$ cat config.mk
export PLATFORM = sky130hd
export DESIGN_NAME = crcg_top
export DESIGN_NICKNAME = d
export VERILOG_FILES = /design/src/hdl/crcg_pkg.sv /design/src/hdl/crcg_top.sv
export SDC_FILE = /design/constraint.sdc
export NUM_CORES = 1
export LEC_CHECK = 0
export BUFFER_PORTS_ARGS = -buffer_cell sky130_fd_sc_hd__buf_2
export CORE_MARGIN = 4
export CORE_UTILIZATION = 45
export DETAILED_ROUTE_END_ITERATION = 16
export GPL_TIMING_DRIVEN = 0
export PLACE_DENSITY = 0.65
export REMOVE_ABC_BUFFERS = 1
export SLEW_MARGIN = 40
export SYNTH_ARGS = -nofsm -noshare
export SYNTH_HDL_FRONTEND = slang
export SYNTH_SLANG_ARGS = --single-unit
$ cat constraint.sdc
create_clock -name sys_clk_in -period 3.82 [get_ports sys_clk_in]
set_input_delay 0.191 -clock sys_clk_in [delete_from_list [all_inputs] [get_ports sys_clk_in]]
set_output_delay 0.191 -clock sys_clk_in [all_outputs]
set_load 0.02 [all_outputs]
$ cat src/hdl/crcg_pkg.sv
// package: register map, field layout, reset values and types of the crc generator
package crcg_pkg;
  // ----------------------------------------------------------------
  // register byte offsets
  // ----------------------------------------------------------------
  localparam logic [4:0] OFS_CTRL_ONE = 5'h00; // crc_control_one
  localparam logic [4:0] OFS_CTRL_TWO = 5'h04; // crc_control_two
  localparam logic [4:0] OFS_POLY_HIGH = 5'h08; // poly_terms_high
  localparam logic [4:0] OFS_POLY_LOW = 5'h0C; // poly_terms_low
  localparam logic [4:0] OFS_DATA_IN = 5'h10; // data_input_word, write pushes fifo
  localparam logic [4:0] OFS_RESULT = 5'h14; // result_word
  localparam logic [4:0] OFS_IRQ_STATUS = 5'h18; // sticky events, write one to clear
  localparam logic [4:0] OFS_IRQ_MASK = 5'h1C; // interrupt mask
  // ----------------------------------------------------------------
  // crc_control_one fields
  // ----------------------------------------------------------------
  localparam int BIT_MODULE_ON = 15;
  localparam int BIT_IDLE_STOP = 13;
  localparam int POS_WORD_COUNT = 8; // five-bit count at 12:8
  localparam int BIT_FULL = 7;
  localparam int BIT_EMPTY = 6;
  localparam int BIT_IRQ_SEL = 5;
  localparam int BIT_RUN = 4;
  localparam int BIT_LSB_FIRST = 3;
  // ----------------------------------------------------------------
  // crc_control_two fields
  // ----------------------------------------------------------------
  localparam int POS_DATA_WIDTH = 8; // five bits at 12:8
  localparam int POS_POLY_LEN = 0; // five bits at 4:0
  // ----------------------------------------------------------------
  // status bits, fifo limits, reset values
  // ----------------------------------------------------------------
  localparam int BIT_EVT_CRC = 0; // selected crc event
  localparam int BIT_EVT_OVERFLOW = 1; // write to a full fifo was dropped
  localparam logic [4:0] LONG_POLY_LIMIT = 5'h07; // above this, half depth
  localparam logic [4:0] MAX_WORDS_LONG = 5'h08;
  localparam logic [4:0] MAX_WORDS_SHORT = 5'h10;
  localparam logic [15:0] RST_REG16 = 16'h0000;
  localparam logic [31:0] RST_WORD = 32'h0000_0000;
  localparam logic [1:0] RST_IRQ = 2'h0;
  // ----------------------------------------------------------------
  // types
  // ----------------------------------------------------------------
  typedef enum logic [1:0] {
    ST_IDLE = 2'b01,
    ST_SHIFT = 2'b10
  } crcg_state_t;
  // engine configuration, gathered from the control registers
  typedef struct packed {
    logic lsb_first_select;
    logic [4:0] data_width_field;
    logic [4:0] poly_length_field;
    logic [31:0] taps;
  } crcg_cfg_t;
endpackage

$ cat src/hdl/crcg_top.sv
// crc generator: avalon-mm register slave, data fifo, serial shift engine, interrupt
//
// Overview of operation
// - disable clears engine, fifo, data and result
// - idle-stop halts operation while chip idles
// - word count reports fifo fill, max 8/16
// - full flag set at maximum fill
// - empty flag set when fifo empty, resets one
// - select set: interrupt when fifo becomes empty
// - select clear: interrupt when shifting completes
// - run bit shifts fifo data; clearing stops
// - lsb-first select picks bit feed order
// - data word width is field plus one
// - polynomial length is field plus one
// - high register enables taps 16 to 31
// - set term bit inserts xor on bit
// - zero term and top term always applied
//
// Design decisions made here: the register offsets and the Avalon-MM interface to the registers.
`timescale 1ns/1ps
module crcg_top #(
  parameter int FIFO_DEPTH = 16, // words of storage
  parameter int WORD_W = 32 // fifo word width
) (
  // clock and reset
  input wire logic sys_clk_in,
  input wire logic reset_n_in,
  // avalon-mm slave
  input wire logic [4:0] address_in,
  input wire logic read_in,
  input wire logic write_in,
  input wire logic [31:0] writedata_in,
  input wire logic [3:0] byteenable_in,
  output logic [31:0] readdata_out,
  output logic waitrequest_out,
  // chip power state
  input wire logic idle_mode_in,
  // interrupts
  output logic irq_out,
  output logic irq_pulse_out
);
  // ----------------------------------------------------------------
  // elaboration checks
  // ----------------------------------------------------------------
  if (FIFO_DEPTH != 16) begin
    $error("fifo depth must be 16");
  end
  if (WORD_W != 32) begin
    $error("fifo word width must be 32");
  end

  // ----------------------------------------------------------------
  // functions
  // ----------------------------------------------------------------
  // merge write data into a 16-bit register under byte enables
  function automatic logic [15:0] merge16(input logic [15:0] old, input logic [31:0] wd,
                                          input logic [3:0] be);
    merge16 = old;
    if (be[0]) begin
      merge16[7:0] = wd[7:0];
    end
    if (be[1]) begin
      merge16[15:8] = wd[15:8];
    end
  endfunction

  // one serial step of the engine, masked to the active length
  function automatic logic [31:0] crc_step(input logic [31:0] crc, input logic din,
                                           input crcg_pkg::crcg_cfg_t cfg);
    logic fb;
    logic [31:0] nxt;
    logic [31:0] len_mask;
    fb = crc[cfg.poly_length_field] ^ din; // top term always in the loop
    nxt = {crc[30:0], 1'b0} ^ ({32{fb}} & cfg.taps); // tap xor per term
    nxt[0] = fb; // zero term always applied
    len_mask = 32'hFFFF_FFFF >> (5'd31 - cfg.poly_length_field);
    crc_step = nxt & len_mask;
  endfunction

  // ----------------------------------------------------------------
  // registers and state
  // ----------------------------------------------------------------
  logic module_on_reg; // enable
  logic idle_stop_reg; // stop in idle
  logic irq_source_select_reg; // interrupt source
  logic shifter_run_reg; // start shifter
  logic lsb_first_select_reg; // bit order
  logic [4:0] data_width_field_reg; // width minus one
  logic [4:0] poly_length_field_reg; // length minus one
  logic [15:0] poly_terms_high_reg; // taps 31:16
  logic [15:1] poly_terms_low_reg; // taps 15:1
  logic [31:0] result_word_reg; // engine register
  logic [1:0] irq_status_reg; // sticky events
  logic [1:0] irq_mask_reg; // event mask
  logic [31:0] fifo_mem [FIFO_DEPTH]; // fifo storage
  logic [3:0] head_reg; // read pointer
  logic [3:0] tail_reg; // write pointer
  logic [4:0] fifo_word_count_reg; // valid words
  crcg_pkg::crcg_state_t state_reg; // engine state
  logic [31:0] shift_word_reg; // word under shift
  logic [4:0] bit_cnt_reg; // bits shifted so far
  logic waitrequest_reg; // bus stall
  logic [31:0] readdata_reg; // bus read data
  logic irq_reg; // level interrupt
  logic irq_pulse_reg; // event pulse

  // ----------------------------------------------------------------
  // combinational decode
  // ----------------------------------------------------------------
  logic bus_req; // request pending
  logic [15:0] low_merged; // low terms merged with bit zero
  logic wr_done; // write completes this edge
  logic [4:0] max_words; // fill limit for current length
  logic fifo_full; // at limit
  logic fifo_empty; // no words
  logic push; // accept a data word
  logic pop; // engine takes a word
  logic overflow; // data write dropped
  logic active; // engine may advance
  logic word_end; // last bit of a word
  logic evt_empty; // fifo has just drained
  logic evt_done; // final word shifted
  logic evt_sel; // selected crc event
  logic data_bit; // next bit into engine
  crcg_pkg::crcg_cfg_t cfg; // engine config

  assign bus_req = read_in | write_in;
  assign low_merged = merge16({poly_terms_low_reg, 1'b0}, writedata_in, byteenable_in);
  assign wr_done = write_in & ~waitrequest_reg;
  // long polynomials get half the depth
  assign max_words = (poly_length_field_reg > crcg_pkg::LONG_POLY_LIMIT) ?
                     crcg_pkg::MAX_WORDS_LONG : crcg_pkg::MAX_WORDS_SHORT;
  assign fifo_full = (fifo_word_count_reg >= max_words);
  assign fifo_empty = (fifo_word_count_reg == 5'd0);
  // each data write pushes one word while enabled; a write to a full fifo is dropped
  assign push = wr_done & (address_in == crcg_pkg::OFS_DATA_IN) & module_on_reg & ~fifo_full;
  assign overflow = wr_done & (address_in == crcg_pkg::OFS_DATA_IN) & module_on_reg & fifo_full;
  // halted while chip idles with idle-stop set, runs only with run bit
  assign active = module_on_reg & shifter_run_reg & ~(idle_stop_reg & idle_mode_in);
  assign pop = active & (state_reg == crcg_pkg::ST_IDLE) & ~fifo_empty;
  assign word_end = active & (state_reg == crcg_pkg::ST_SHIFT) &
                    (bit_cnt_reg == data_width_field_reg); // width is field plus one
  // drained while last word still shifts
  assign evt_empty = pop & (fifo_word_count_reg == 5'd1) & ~push;
  // shifting finished with nothing left
  assign evt_done = word_end & fifo_empty;
  assign evt_sel = irq_source_select_reg ? evt_empty : evt_done;

  // bit feed order
  always_comb begin
    data_bit = 1'b0;
    if (lsb_first_select_reg) begin
      data_bit = shift_word_reg[bit_cnt_reg];
    end else begin
      data_bit = shift_word_reg[data_width_field_reg - bit_cnt_reg];
    end
  end

  // tap vector from the term registers, bit zero implicit
  always_comb begin
    cfg.lsb_first_select = lsb_first_select_reg;
    cfg.data_width_field = data_width_field_reg;
    cfg.poly_length_field = poly_length_field_reg;
    cfg.taps = {poly_terms_high_reg, poly_terms_low_reg, 1'b0};
  end

  // ----------------------------------------------------------------
  // avalon handshake: one wait cycle, then the access completes
  // ----------------------------------------------------------------
  always_ff @(posedge sys_clk_in or negedge reset_n_in) begin
    if (!reset_n_in) begin
      waitrequest_reg <= 1'b1;
    end else if (bus_req & waitrequest_reg) begin
      waitrequest_reg <= 1'b0; // release for the completing edge
    end else begin
      waitrequest_reg <= 1'b1;
    end
  end

  // read mux, captured during the wait cycle
  always_ff @(posedge sys_clk_in or negedge reset_n_in) begin
    if (!reset_n_in) begin
      readdata_reg <= crcg_pkg::RST_WORD;
    end else if (read_in & waitrequest_reg) begin
      if (address_in == crcg_pkg::OFS_CTRL_ONE) begin
        readdata_reg <= crcg_pkg::RST_WORD;
        readdata_reg[crcg_pkg::BIT_MODULE_ON] <= module_on_reg;
        readdata_reg[crcg_pkg::BIT_IDLE_STOP] <= idle_stop_reg;
        readdata_reg[crcg_pkg::POS_WORD_COUNT +: 5] <= fifo_word_count_reg;
        readdata_reg[crcg_pkg::BIT_FULL] <= fifo_full;
        readdata_reg[crcg_pkg::BIT_EMPTY] <= fifo_empty;
        readdata_reg[crcg_pkg::BIT_IRQ_SEL] <= irq_source_select_reg;
        readdata_reg[crcg_pkg::BIT_RUN] <= shifter_run_reg;
        readdata_reg[crcg_pkg::BIT_LSB_FIRST] <= lsb_first_select_reg;
      end else if (address_in == crcg_pkg::OFS_CTRL_TWO) begin
        readdata_reg <= crcg_pkg::RST_WORD;
        readdata_reg[crcg_pkg::POS_DATA_WIDTH +: 5] <= data_width_field_reg;
        readdata_reg[crcg_pkg::POS_POLY_LEN +: 5] <= poly_length_field_reg;
      end else if (address_in == crcg_pkg::OFS_POLY_HIGH) begin
        readdata_reg <= {16'h0000, poly_terms_high_reg};
      end else if (address_in == crcg_pkg::OFS_POLY_LOW) begin
        readdata_reg <= {16'h0000, poly_terms_low_reg, 1'b0}; // bit zero reads zero
      end else if (address_in == crcg_pkg::OFS_RESULT) begin
        readdata_reg <= result_word_reg;
      end else if (address_in == crcg_pkg::OFS_IRQ_STATUS) begin
        readdata_reg <= {30'h0000_0000, irq_status_reg};
      end else if (address_in == crcg_pkg::OFS_IRQ_MASK) begin
        readdata_reg <= {30'h0000_0000, irq_mask_reg};
      end else begin
        readdata_reg <= crcg_pkg::RST_WORD; // data input and unmapped read zero
      end
    end
  end

  // ----------------------------------------------------------------
  // control registers, untouched by the enable bit
  // ----------------------------------------------------------------
  always_ff @(posedge sys_clk_in or negedge reset_n_in) begin
    if (!reset_n_in) begin
      module_on_reg <= 1'b0;
      idle_stop_reg <= 1'b0;
      irq_source_select_reg <= 1'b0;
      shifter_run_reg <= 1'b0;
      lsb_first_select_reg <= 1'b0;
      data_width_field_reg <= 5'h00;
      poly_length_field_reg <= 5'h00;
      poly_terms_high_reg <= crcg_pkg::RST_REG16;
      poly_terms_low_reg <= 15'h0000;
      irq_mask_reg <= crcg_pkg::RST_IRQ;
    end else if (wr_done) begin
      if (address_in == crcg_pkg::OFS_CTRL_ONE) begin
        if (byteenable_in[1]) begin
          module_on_reg <= writedata_in[crcg_pkg::BIT_MODULE_ON];
          idle_stop_reg <= writedata_in[crcg_pkg::BIT_IDLE_STOP];
        end
        if (byteenable_in[0]) begin
          irq_source_select_reg <= writedata_in[crcg_pkg::BIT_IRQ_SEL];
          shifter_run_reg <= writedata_in[crcg_pkg::BIT_RUN];
          lsb_first_select_reg <= writedata_in[crcg_pkg::BIT_LSB_FIRST];
        end
      end else if (address_in == crcg_pkg::OFS_CTRL_TWO) begin
        if (byteenable_in[1]) begin
          data_width_field_reg <= writedata_in[crcg_pkg::POS_DATA_WIDTH +: 5];
        end
        if (byteenable_in[0]) begin
          poly_length_field_reg <= writedata_in[crcg_pkg::POS_POLY_LEN +: 5];
        end
      end else if (address_in == crcg_pkg::OFS_POLY_HIGH) begin
        poly_terms_high_reg <= merge16(poly_terms_high_reg, writedata_in, byteenable_in);
      end else if (address_in == crcg_pkg::OFS_POLY_LOW) begin
        poly_terms_low_reg <= low_merged[15:1]; // bit zero dropped
      end else if (address_in == crcg_pkg::OFS_IRQ_MASK) begin
        if (byteenable_in[0]) begin
          irq_mask_reg <= writedata_in[1:0];
        end
      end
    end
  end

  // ----------------------------------------------------------------
  // fifo storage and pointers
  // ----------------------------------------------------------------
  always_ff @(posedge sys_clk_in) begin
    if (push) begin
      fifo_mem[tail_reg] <= writedata_in;
    end
  end

  always_ff @(posedge sys_clk_in or negedge reset_n_in) begin
    if (!reset_n_in) begin
      head_reg <= 4'h0;
      tail_reg <= 4'h0;
      fifo_word_count_reg <= 5'h00;
    end else if (!module_on_reg) begin
      head_reg <= 4'h0; // pointers cleared while disabled
      tail_reg <= 4'h0;
      fifo_word_count_reg <= 5'h00;
    end else begin
      if (push) begin
        tail_reg <= tail_reg + 4'h1;
      end
      if (pop) begin
        head_reg <= head_reg + 4'h1;
      end
      if (push & ~pop) begin
        fifo_word_count_reg <= fifo_word_count_reg + 5'h01;
      end else if (pop & ~push) begin
        fifo_word_count_reg <= fifo_word_count_reg - 5'h01;
      end
    end
  end

  // ----------------------------------------------------------------
  // serial shift engine
  // ----------------------------------------------------------------
  always_ff @(posedge sys_clk_in or negedge reset_n_in) begin
    if (!reset_n_in) begin
      state_reg <= crcg_pkg::ST_IDLE;
      shift_word_reg <= crcg_pkg::RST_WORD;
      bit_cnt_reg <= 5'h00;
      result_word_reg <= crcg_pkg::RST_WORD;
    end else if (!module_on_reg) begin
      state_reg <= crcg_pkg::ST_IDLE; // engine and result cleared
      shift_word_reg <= crcg_pkg::RST_WORD;
      bit_cnt_reg <= 5'h00;
      result_word_reg <= crcg_pkg::RST_WORD;
    end else begin
      case (state_reg)
        crcg_pkg::ST_IDLE: begin
          if (pop) begin
            shift_word_reg <= fifo_mem[head_reg]; // engine takes head word
            bit_cnt_reg <= 5'h00;
            state_reg <= crcg_pkg::ST_SHIFT;
          end else if (wr_done && address_in == crcg_pkg::OFS_RESULT) begin
            result_word_reg <= writedata_in; // seed the engine between words
          end
        end
        crcg_pkg::ST_SHIFT: begin
          if (active) begin
            result_word_reg <= crc_step(result_word_reg, data_bit, cfg);
            bit_cnt_reg <= bit_cnt_reg + 5'h01;
            if (word_end) begin
              state_reg <= crcg_pkg::ST_IDLE;
            end
          end
        end
        default: begin
          state_reg <= crcg_pkg::ST_IDLE;
        end
      endcase
    end
  end

  // ----------------------------------------------------------------
  // interrupt status, mask and outputs
  // ----------------------------------------------------------------
  always_ff @(posedge sys_clk_in or negedge reset_n_in) begin
    if (!reset_n_in) begin
      irq_status_reg <= crcg_pkg::RST_IRQ;
    end else begin
      // write one clears, a new event in the same cycle wins
      if (wr_done && address_in == crcg_pkg::OFS_IRQ_STATUS && byteenable_in[0]) begin
        irq_status_reg <= (irq_status_reg & ~writedata_in[1:0]) | {overflow, evt_sel};
      end else begin
        irq_status_reg <= irq_status_reg | {overflow, evt_sel};
      end
    end
  end

  always_ff @(posedge sys_clk_in or negedge reset_n_in) begin
    if (!reset_n_in) begin
      irq_reg <= 1'b0;
      irq_pulse_reg <= 1'b0;
    end else begin
      irq_reg <= |(irq_status_reg & irq_mask_reg);
      irq_pulse_reg <= evt_sel; // single-cycle request
    end
  end

  // ----------------------------------------------------------------
  // outputs
  // ----------------------------------------------------------------
  assign readdata_out = readdata_reg;
  assign waitrequest_out = waitrequest_reg;
  assign irq_out = irq_reg;
  assign irq_pulse_out = irq_pulse_reg;
endmodule

==> metrics.txt, run 1 <==
reg-to-reg slack, setup=110 ps; Root Driver=clkbuf_16; # nets final=1,976; Area growth, synth to finish=16.5%; largest reg by FF count=fifo_mem; most common cell in the netlist=edfxtp_1; Worst Hold Launch=writedata_in[6]; IO buf count=78; sequential area share after synthesis=67.1%; Tightest Pin Transition=809 ps; kind of critical path=register to register; hpwl dp=48.8 mm; final wirelength=73.0 mm; #FFs+latches synth=681; Worst setup EP type=register; crit path DAT=4250 ps; Hold Crit Endpoint=fifo_mem[0][6]$_DFFE_PP_; largest net degree at the start of global routing=68; Unique masters post-synth=71; clk_lat worst skew=610 ps; reg2reg end=result_word_reg[24]$_DFFE_PN0P_; number of synthesized flops with an enable pin=512; Fmax achieved=270 MHz; drt initial violations=1,665; io pins=81; RSZ-0062 raised after global routing=no; YS warnings=0; max reg flops=512; Power Dens Cells=467 nW/um^2; ys async rst share=24.8%; top area cells in the synthesized netlist=edfxtp_1 53%, dfrtp_1 14%, mux4_2 11%; Worst Path Max Fanout=8; cell depth of the worst flop-to-flop path=12; Post-Syn Instances=1,784; Worst Hold Depth=1; die width=263 microns; detailed-route wire length per cell=25.8 microns; Setup Skew=23.3 ps; Worst setup SP type=register; RD Place Congestion=0.898; ant diodes=0; layout cells sized above 1=26.3%; max-cap check violation count=0; R2R Path Start=bit_cnt_reg[0]$_DFFE_PN0P_; Pre-Repair DR Iteration Count=7; Die Y=263 microns; CTS tree=yes; H-tree levels=3; remaining global-route overflow=0; run status=finished clean; post-layout min period=3710 ps; Final Hold Violating Endpoints=0; Hold WC Path Type=input pin to register; period utilization=97.1%; Sink Count=681; total power=15,900 uW; worst vdd ir=0.000346 V; antenna viol nets, final=0; all-layer global routing usage=20.9%; Fillers=5,122; Die ar.=69,100 sq um; Pleak=0.0119 uW; syn_area_per_cell=16.4 sq um; row count=93; required time of the worst setup path=4360 ps; Core Region=64,300 sq um; Vias=17,141; biggest area consumer among synthesized cells=edfxtp_1; Synth Cell Area=29,200 sq um; DRC viols=0; Starting Density=45.4%; CTS Buffer Depth=3; global-route wire length before repair=110 mm; CTS clock-pin slew for the worst setup and hold paths=60 ps; Max-slew headroom=46.0%; setup violators final=0; Slew Limit Fails=0; area share of the largest cell type after synthesis=52.6%; CTS Buf Count=73; setup TNS=0 ps; most frequent cells after synthesis=512 x edfxtp_1, 167 x dfrtp_1, 138 x mux4_2; Top FF cell, synth=edfxtp_1; antenna violations before repair=2; vias per std cell=6.06; vias in the first global route=16,984
## report_power, final
group / switching, uW / internal [uW]
Combinational: 412 / 236
Clock: 2900 / 4210
Sequential: 126 / 8040
Total: 3430 / 12500
## repair_timing
item,in CTS,in global routing
resized for setup,10,10
gates cloned,0,0
buffers inserted,9,11
setup endpoints to repair,223,134
endpoints found under the hold margin,582,0
pin swaps,2,4
hold buffers,30,0
## worst max path at each step
stage,startpoint,endpoint
finish,bit_cnt_reg[0]$_DFFE_PN0P_,result_word_reg[24]$_DFFE_PN0P_
global route,bit_cnt_reg[0]$_DFFE_PN0P_,result_word_reg[22]$_DFFE_PN0P_
global placement,head_reg[0]$_DFFE_PN0N_,shift_word_reg[20]$_DFFE_PN0P_
floorplan,head_reg[0]$_DFFE_PN0N_,shift_word_reg[13]$_DFFE_PN0P_
detailed placement,bit_cnt_reg[0]$_DFFE_PN0P_,result_word_reg[26]$_DFFE_PN0P_
CTS,bit_cnt_reg[0]$_DFFE_PN0P_,result_word_reg[4]$_DFFE_PN0P_
## placed cells by master, fill, tap and decap left out, types with 62 or more instances in the layout
cell type | netlist | final
mux4_2 | 138 | 142
dfrtp_1 | 167 | 156
buf_2 | 8 | 80
mux2i_1 | 64 | 62
nor2b_1 | 78 | 76
nor2_1 | 65 | 62
a211oi_1 | 68 | 68
edfxtp_1 | 512 | 512
nand2_1 | 85 | 84
clkbuf_16 | 0 | 77
a21oi_1 | 62 | 62
## logic make-up after synthesis
| logic type | after synthesis | synth area share (%) |
|---|---|---|
| fa+ha+maj | 17 | 0.753 |
| xor+xnor | 23 | 0.754 |
| flops | 681 | 67.1 |
| buf+inv | 131 | 1.87 |
| simple gates | 392 | 7.44 |
| compound gates | 279 | 6.55 |
| mux | 261 | 15.5 |
## through the flow
stage	setup slack [ps]	hold slack [ps]	instances	util, %	instance area, sq um
floorplan	-2730	-105	1669	-	28700
global placement	-5440	362	2602	46.9	30200
detailed placement	-833	151	2643	48.4	31100
CTS	-13.3	0.544	2817	52.8	34000
global route	42.5	19.2	2828	52.9	34100
finish	112	24.0	2828	52.9	34100
## worst max-delay path: stages (launching register included)
cell and delay (ps):
dfrtp_4 490, ha_2 200, fa_2 390, xnor2_4 170, buf_12 160, mux4_2 510
mux2i_2 220, mux4_2 360, mux2i_4 330, nor3_4 70, buf_6 160, or4b_1 490
nand3_1 90
## metal layers
layer	up-vias	share of wire [%]	GRT usage (%)
met1	8990	42	29.4
met2	629	49	34.0
met3	129	6.3	3.56
li1	7391	-	-
met4	2	2.5	6.23
met5	-	0.021	0
## final cells by class
type                       count  area (sq um)  area share, %
timing repair buffer         169          1660           4.88
inverter                      16          61.3          0.180
sequential                   681         19600           57.6
tap                          855          1070           3.14
multi-input combinational    972          9210           27.0
clock buffer                  93          2050           6.01
clock inverter                42           380           1.12
(Power assumes the default switching activity.)
==> inputs of run 2 (changes only) <==
--- a/config.mk
+++ b/config.mk
@@ -9,9 +9,10 @@
 export CORE_MARGIN = 4
 export CORE_UTILIZATION = 45
 export DETAILED_ROUTE_END_ITERATION = 16
-export GPL_TIMING_DRIVEN = 0
+export GPL_TIMING_DRIVEN = 1
 export PLACE_DENSITY = 0.65
 export REMOVE_ABC_BUFFERS = 1
+export SETUP_SLACK_MARGIN = 0.2
 export SLEW_MARGIN = 40
 export SYNTH_ARGS = -nofsm -noshare
 export SYNTH_HDL_FRONTEND = slang
==> run 2 against run 1 <==
Clock power shrank 5.6%. Flip-flop and latch count is the same. Total power shrank 2.4%. Register-to-register slack gained 190 ps. Clock-buffer cell count grew 12. Non-clock buffer count grew 20. Worst setup slack gained 190 ps. Critical path type unchanged.
==> metrics.txt, run 2 (same netlist as run 1, synthesis figures left out) <==
run status=finished clean; antenna viol nets, final=0 (unchanged); Area growth, synth to finish=15.7%; Clock power frac=43.2% (-1.5 points); drt initial violations=1,828 (+9.8%); antenna violations before repair=2 (unchanged); Sequential Power Share=52.4% (+1.1 points); largest reg by FF count=fifo_mem; Worst setup SP type=register; switching share of power=22.0% (+0.40 points); Gate power share=4.4% (+0.3 points); post-layout min period=3520 ps (-186 ps); Worst setup EP type=register; vias in the first global route=17,640 (+3.9%); NetSw=3410 uW (-0.62%); Power Dens Cells=459 nW/um^2 (-1.7%); CTS Buf Count=73 (unchanged); Max-slew headroom=45.5% (-0.48 points); remaining global-route overflow=0 (unchanged); required time of the worst setup path=4310 ps (-50 ps); Sink Count=681 (unchanged); max-cap check violation count=0 (unchanged); worst vdd ir=0.000409 V (+18%); IO buf count=78 (unchanged); # nets final=1,996 (+1.0%); Hold WC Path Type=input pin to register; Die ar.=69,100 sq um (unchanged); R2R Path Start=bit_cnt_reg[0]$_DFFE_PN0P_; Slew Limit Fails=0 (unchanged); most frequent cells in the layout=512 x edfxtp_1, 163 x dfrtp_1, 143 x mux4_2, 85 x nand2_1, 77 x buf_2; Core Region=64,300 sq um (unchanged); cell depth of the worst flop-to-flop path=14 (+2); setup violators final=0 (unchanged); row count=93 (unchanged); all-layer global routing usage=21.9% (+0.97 points); RSZ-0062 raised after global routing=yes; layout cells sized above 1=25.8% (-0.46 points); Tightest Pin Transition=813 ps (+3.95 ps); crit path DAT=4010 ps (-240 ps); RD Place Congestion=0.916 (+2.0%); Pleak=0.0119 uW (+0.16%); H-tree levels=3 (unchanged); CTS Buffer Depth=3 (unchanged); Final Hold Violating Endpoints=0 (unchanged); Pre-Repair DR Iteration Count=6 (-1); Worst Setup SP=bit_cnt_reg[0]$_DFFE_PN0P_; DRC viols=0 (unchanged); Fmax achieved=284 MHz (+5.3%); ant diodes=0 (unchanged); global-route wire length before repair=115 mm (+4.2%); max reg flops=512 (unchanged); final instance area=33,800 sq um (-0.74%); largest net degree at the start of global routing=90 (+32%); Starting Density=45.4% (unchanged); reg-to-reg slack, setup=300 ps (+190 ps); kind of critical path=register to register; crit path capture=result_word_reg[7]$_DFFE_PN0P_; Root Driver=clkbuf_16; Worst Path Max Fanout=8 (unchanged); CTS clock-pin slew for the worst setup and hold paths=60 ps (about the same); Vias=17,213 (+0.42%); vias per std cell=6.04 (-0.29%); reg2reg end=result_word_reg[7]$_DFFE_PN0P_; Die Y=263 microns (unchanged); die width=263 microns (unchanged); DP Area=31,100 sq um (about the same); leading cell type in the layout, fill and taps excluded=edfxtp_1; final wirelength=76.0 mm (+4.1%); hpwl dp=46.6 mm (-4.5%); detailed-route wire length per cell=26.7 microns (+3.4%); Setup Skew=16.9 ps (-6.43 ps); io pins=81 (unchanged); CTS tree=yes; worst hold slack=30.9 ps (+6.89 ps); period utilization=92.2% (-4.9 points); internal power=12,100 uW (-2.9%); clk_lat worst skew=620 ps (about the same)
## run 2: layout make-up
class / count / area (sq um)
clock inverter: 30 / 236
timing repair buffer: 189 / 1620
sequential: 681 / 19600
inverter: 16 / 60.1
multi-input combinational: 972 / 9180
tap: 855 / 1070
clock buffer: 105 / 2020
fill: 5172 / 30500
## run 2: how the worst min path moves through the flow
| stage | startpoint | endpoint | slack, ps | cells after the start |
|---|---|---|---|---|
| after CTS | writedata_in[9] | fifo_mem[1][9]$_DFFE_PP_ | 6 | 1 |
| after floorplan | reset_n_in | bit_cnt_reg[0]$_DFFE_PN0P_ | -100 | 0 |
| final | writedata_in[16] | fifo_mem[8][16]$_DFFE_PP_ | 30 | 1 |
| after detailed placement | reset_n_in | tail_reg[2]$_DFFE_PN0P_ | 330 | 1 |
| after global routing | writedata_in[16] | fifo_mem[8][16]$_DFFE_PP_ | 10 | 1 |
| after global placement | reset_n_in | readdata_out[12]$_DFFE_PN0P_ | 320 | 1 |
## run 2: power groups by stage
stage	sequential [uW]	clock (uW)	combinational [uW]
after floorplan	8290	0	234
after global placement	8280	0	604
after detailed placement	8280	0	622
after CTS	8130	6820	678
after global routing	8140	7130	742
final	8140	6710	687
## run 2: routing by layer
| metal | vias to the layer above | GRT usage (%) | share of wire, % |
|---|---|---|---|
| met3 | 142 | 4.80 | 7.3 |
| met2 | 631 | 35.2 | 48 |
| met4 | 0 | 7.13 | 3.2 |
| met5 | - | 0 | 0 |
| met1 | 9034 | 30.1 | 41 |
| li1 | 7406 | - | - |
## run 2: worst max-delay path, stage by stage, from the launching register on
cell and delay [ps]:
dfrtp_1 410, ha_4 170, fa_2 390, xnor2_4 170, buf_12 150, mux4_2 340
mux2i_1 70, mux4_2 540, mux2i_4 230, buf_6 130, or3_4 340, buf_12 160
buf_12 140, nand4b_1 100, nand3_1 70
## run 2: metrics by stage
stage | cells | power, uW | util, % | TNS (ps) | setup WS (ps)
final | 2848 | 15500 | 52.5 | 0 | 297
after global routing | 2848 | 16000 | 52.5 | 0 | 171
after CTS | 2846 | 15600 | 52.5 | 0 | 227
after detailed placement | 2676 | 8910 | 48.4 | -7.96 | -5.61
after global placement | 2676 | 8890 | 48.4 | -88.9 | -21.9
after floorplan | 1669 | 8520 | - | -100230 | -2730
## run 2: timing repair
item	4_1_cts	5_1_grt
resized for setup	4	11
hold endpoints to repair	495	0
setup buffers	6	2
endpoints found under the setup margin	25	29
pin swaps	3	8
hold buffers	29	0
==> inputs of run 3 (changes only) <==
--- a/config.mk
+++ b/config.mk
@@ -5,6 +5,7 @@
 export SDC_FILE = /design/constraint.sdc
 export NUM_CORES = 1
 export LEC_CHECK = 0
+export ABC_AREA = 1
 export BUFFER_PORTS_ARGS = -buffer_cell sky130_fd_sc_hd__buf_2
 export CORE_MARGIN = 4
 export CORE_UTILIZATION = 45
==> run 3 against run 2 <==
Fmax rose by 7.1%. Synthesized cell count rose by 54%. Wire length rose by 15%. Register-to-register slack improved by 230 ps. Utilization fell by 0.48 points. Die area rose by 1.7%. Final cell count rose by 31%. Area after synthesis rose by 1.8%. Non-clock buffer count fell by 20. Critical endpoint is now result_word_reg[1]$_DFFE_PN0P_. Largest cell class unchanged. Largest power group unchanged.
==> metrics.txt, run 3 <==
most common cell in the netlist=edfxtp_1; Pleak=0.0125 uW (+5.6%); # nets final=2,879 (+44%); worst hold slack=24.3 ps (-6.66 ps); Root Driver=clkbuf_16; DRC viols=0 (unchanged); RSZ-0062 raised after global routing=no; CTS Buf Count=73 (unchanged); remaining global-route overflow=0 (unchanged); Fmax achieved=304 MHz (+7.1%); Synth Cell Area=29,700 sq um (+1.8%); area share of the largest cell type after synthesis=51.7% (-0.92 points); max-cap check violation count=0 (unchanged); vias in the first global route=21,291 (+21%); max reg flops=512 (unchanged); vias per std cell=5.89 (-2.5%); ant diodes=0 (unchanged); post-layout min period=3290 ps (-233 ps); largest net degree at the start of global routing=94 (+4.4%); number of synthesized flops with an enable pin=512 (unchanged); layout cells sized above 1=11.5% (-14 points); Cells after DPL=3,565 (+33%); Worst setup SP type=register; all-layer global routing usage=24.4% (+2.5 points); Reg area=19,600 sq um (unchanged); Core Region=64,900 sq um (+0.90%); run status=finished clean; crit path DAT=3790 ps (-220 ps); ys async rst share=24.8% (unchanged); biggest area consumer among synthesized cells=edfxtp_1; hpwl dp=52.5 mm (+12%); setup violators final=0 (unchanged); Hold WC Path Type=input pin to register; detailed-route wire length per cell=23.4 microns (-12%); Top FF cell, synth=edfxtp_1; antenna violations before repair=1 (-1); syn_area_per_cell=10.8 sq um (-34%); die width=265 microns (+0.85%); kind of critical path=register to register; Max-slew headroom=44.2% (-1.3 points); Slew Limit Fails=0 (unchanged); CTS Hold Bufs=30 (+3.4%); YS warnings=0 (unchanged); CTS Buffer Depth=3 (unchanged); sequential area share after synthesis=65.9% (-1.2 points); Setup Skew=27.4 ps (+10.5 ps); required time of the worst setup path=4320 ps (about the same); Die Y=265 microns (+0.85%); largest reg by FF count=fifo_mem; period utilization=86.1% (-6.1 points); CTS clock-pin slew for the worst setup and hold paths=60 ps (about the same); pre-CTS WS=595 ps (+601 ps); global-route wire length before repair=132 mm (+15%); drt initial violations=2,562 (+40%); Die ar.=70,300 sq um (+1.7%); Vias=21,959 (+28%); post-cts resize count=0 (-4); area of the multi-input gates=8930 sq um (-2.8%); io pins=81 (unchanged); most frequent cells after synthesis=512 x edfxtp_1, 488 x nand2_1, 401 x o21ai_0; final wirelength=87.1 mm (+15%); H-tree levels=3 (unchanged); Final Hold Violating Endpoints=0 (unchanged); final instance area=33,800 sq um (about the same); row count=93 (unchanged); Area growth, synth to finish=13.6%; worst vdd ir=0.000385 V (-6.1%); Post-Syn Instances=2,743 (+54%); antenna viol nets, final=0 (unchanged); most frequent cells in the layout=512 x edfxtp_1, 486 x nand2_1, 401 x o21ai_0, 323 x nor2_1, 163 x dfrtp_1; setup TNS=0 ps (unchanged); Starting Density=45.8% (+0.39 points); non-filler cells, final=3,728 (+31%); #FFs+latches synth=681 (unchanged); Sink Count=681 (unchanged); Worst setup EP type=register; Fillers=5,675 (+9.7%); Tightest Pin Transition=837 ps (+24.3 ps); top area cells in the synthesized netlist=edfxtp_1 52%, dfrtp_1 14%, o21ai_0 6.7%; Unique masters post-synth=50 (-30%); IO buf count=78 (unchanged); Post CTS Setup Buffer Count=0 (-6); leading cell type in the layout, fill and taps excluded=edfxtp_1; final setup margin=530 ps (+233 ps); clk_lat worst skew=620 ps (about the same); Worst Path Max Fanout=17 (+9); RD Place Congestion=0.926 (+1.0%); Power Dens Cells=468 nW/um^2 (+1.8%); Pre-Repair DR Iteration Count=6 (unchanged); DP Area=31,200 sq um (+0.20%); CTS tree=yes
-- run 3: cell count changes after synthesis, sizes merged, moves of 95 or more --
cell   change
inv      +103
mux4     -146
nand2    +413
nand3     +95
nor2     +280
o21ai    +397
-- run 3: path summary, 6_finish.rpt --
check	from	end	slack, ps	depth (start not counted)
setup / recovery	bit_cnt_reg[2]$_DFFE_PN0P_	result_word_reg[1]$_DFFE_PN0P_	530	19
hold / removal	writedata_in[4]	fifo_mem[9][4]$_DFFE_PP_	20	1
setup reg to reg	bit_cnt_reg[2]$_DFFE_PN0P_	result_word_reg[1]$_DFFE_PN0P_	530	19
hold reg to reg	readdata_out[7]$_DFFE_PN0P_	readdata_out[7]$_DFFE_PN0P_	480	2
max in group asynchronous	reset_n_in	waitrequest_out$_DFF_PN1_	2780	3
min in group asynchronous	reset_n_in	poly_length_field_reg[0]$_DFFE_PN0P_	180	2
-- run 3: per-stage QoR --
| step | power, uW | util (%) |
|---|---|---|
| final | 15800 | 52.1 |
| after global routing | 16300 | 52.1 |
| after CTS | 15900 | 52.0 |
| after detailed placement | 9130 | 48.0 |
| after global placement | 9110 | 48.0 |
| after floorplan | 8720 | - |
-- run 3: cell families (layout without fill, tap and decap cells) --
kind of cell	count (synthesis)	after routing	synth area share [%]
buffers and inverters	293	423	4.48
XOR/XNOR	4	4	0.143
AO/OA/AOI/OAI	699	699	13.6
AND/OR/NAND/NOR	1049	1049	15.1
adder cells (fa/ha/maj)	17	17	0.740
flip-flops	681	681	65.9
-- run 3: critical path, cell delays in order (launching register included) --
cell      delay (ps)
dfrtp_1          540
inv_1            250
ha_1             420
inv_2             70
nand2_1           60
nand2_2          130
clkinv_1         150
nand3_1          100
nand2_1           70
nand2_1           60
nand3_1           70
nand2_1          130
nand2_2          110
nand3_4          240
buf_4            330
nand4_1          130
nand3_1          140
nand2_1           50
nand2_1           50
nand2_1           50
-- run 3: area by class of cell --
type / count / area share, %
clock buffer: 92 / 5.70
clock inverter: 40 / 1.04
inverter: 122 / 1.42
multi-input combinational: 1769 / 26.4
sequential: 681 / 58.0
tap: 855 / 3.17
timing repair buffer: 169 / 4.21
-- run 3: where the power goes --
group          total, uW  internal (uW)  switching, uW  leakage [uW]
clock network       6790           3880           2910       0.00113
logic                883            218            665       0.00450
registers           8140           8040           98.1       0.00692
total              15800          12100           3670        0.0125
-- run 3: metal layers --
layer / track usage [%] / vias up / share of wire (%)
li1: - / 9956 / -
met1: 34.2 / 10896 / 42
met2: 39.4 / 950 / 47
met3: 3.87 / 157 / 7.8
met4: 8.11 / 0 / 3.4
met5: 0 / - / 0
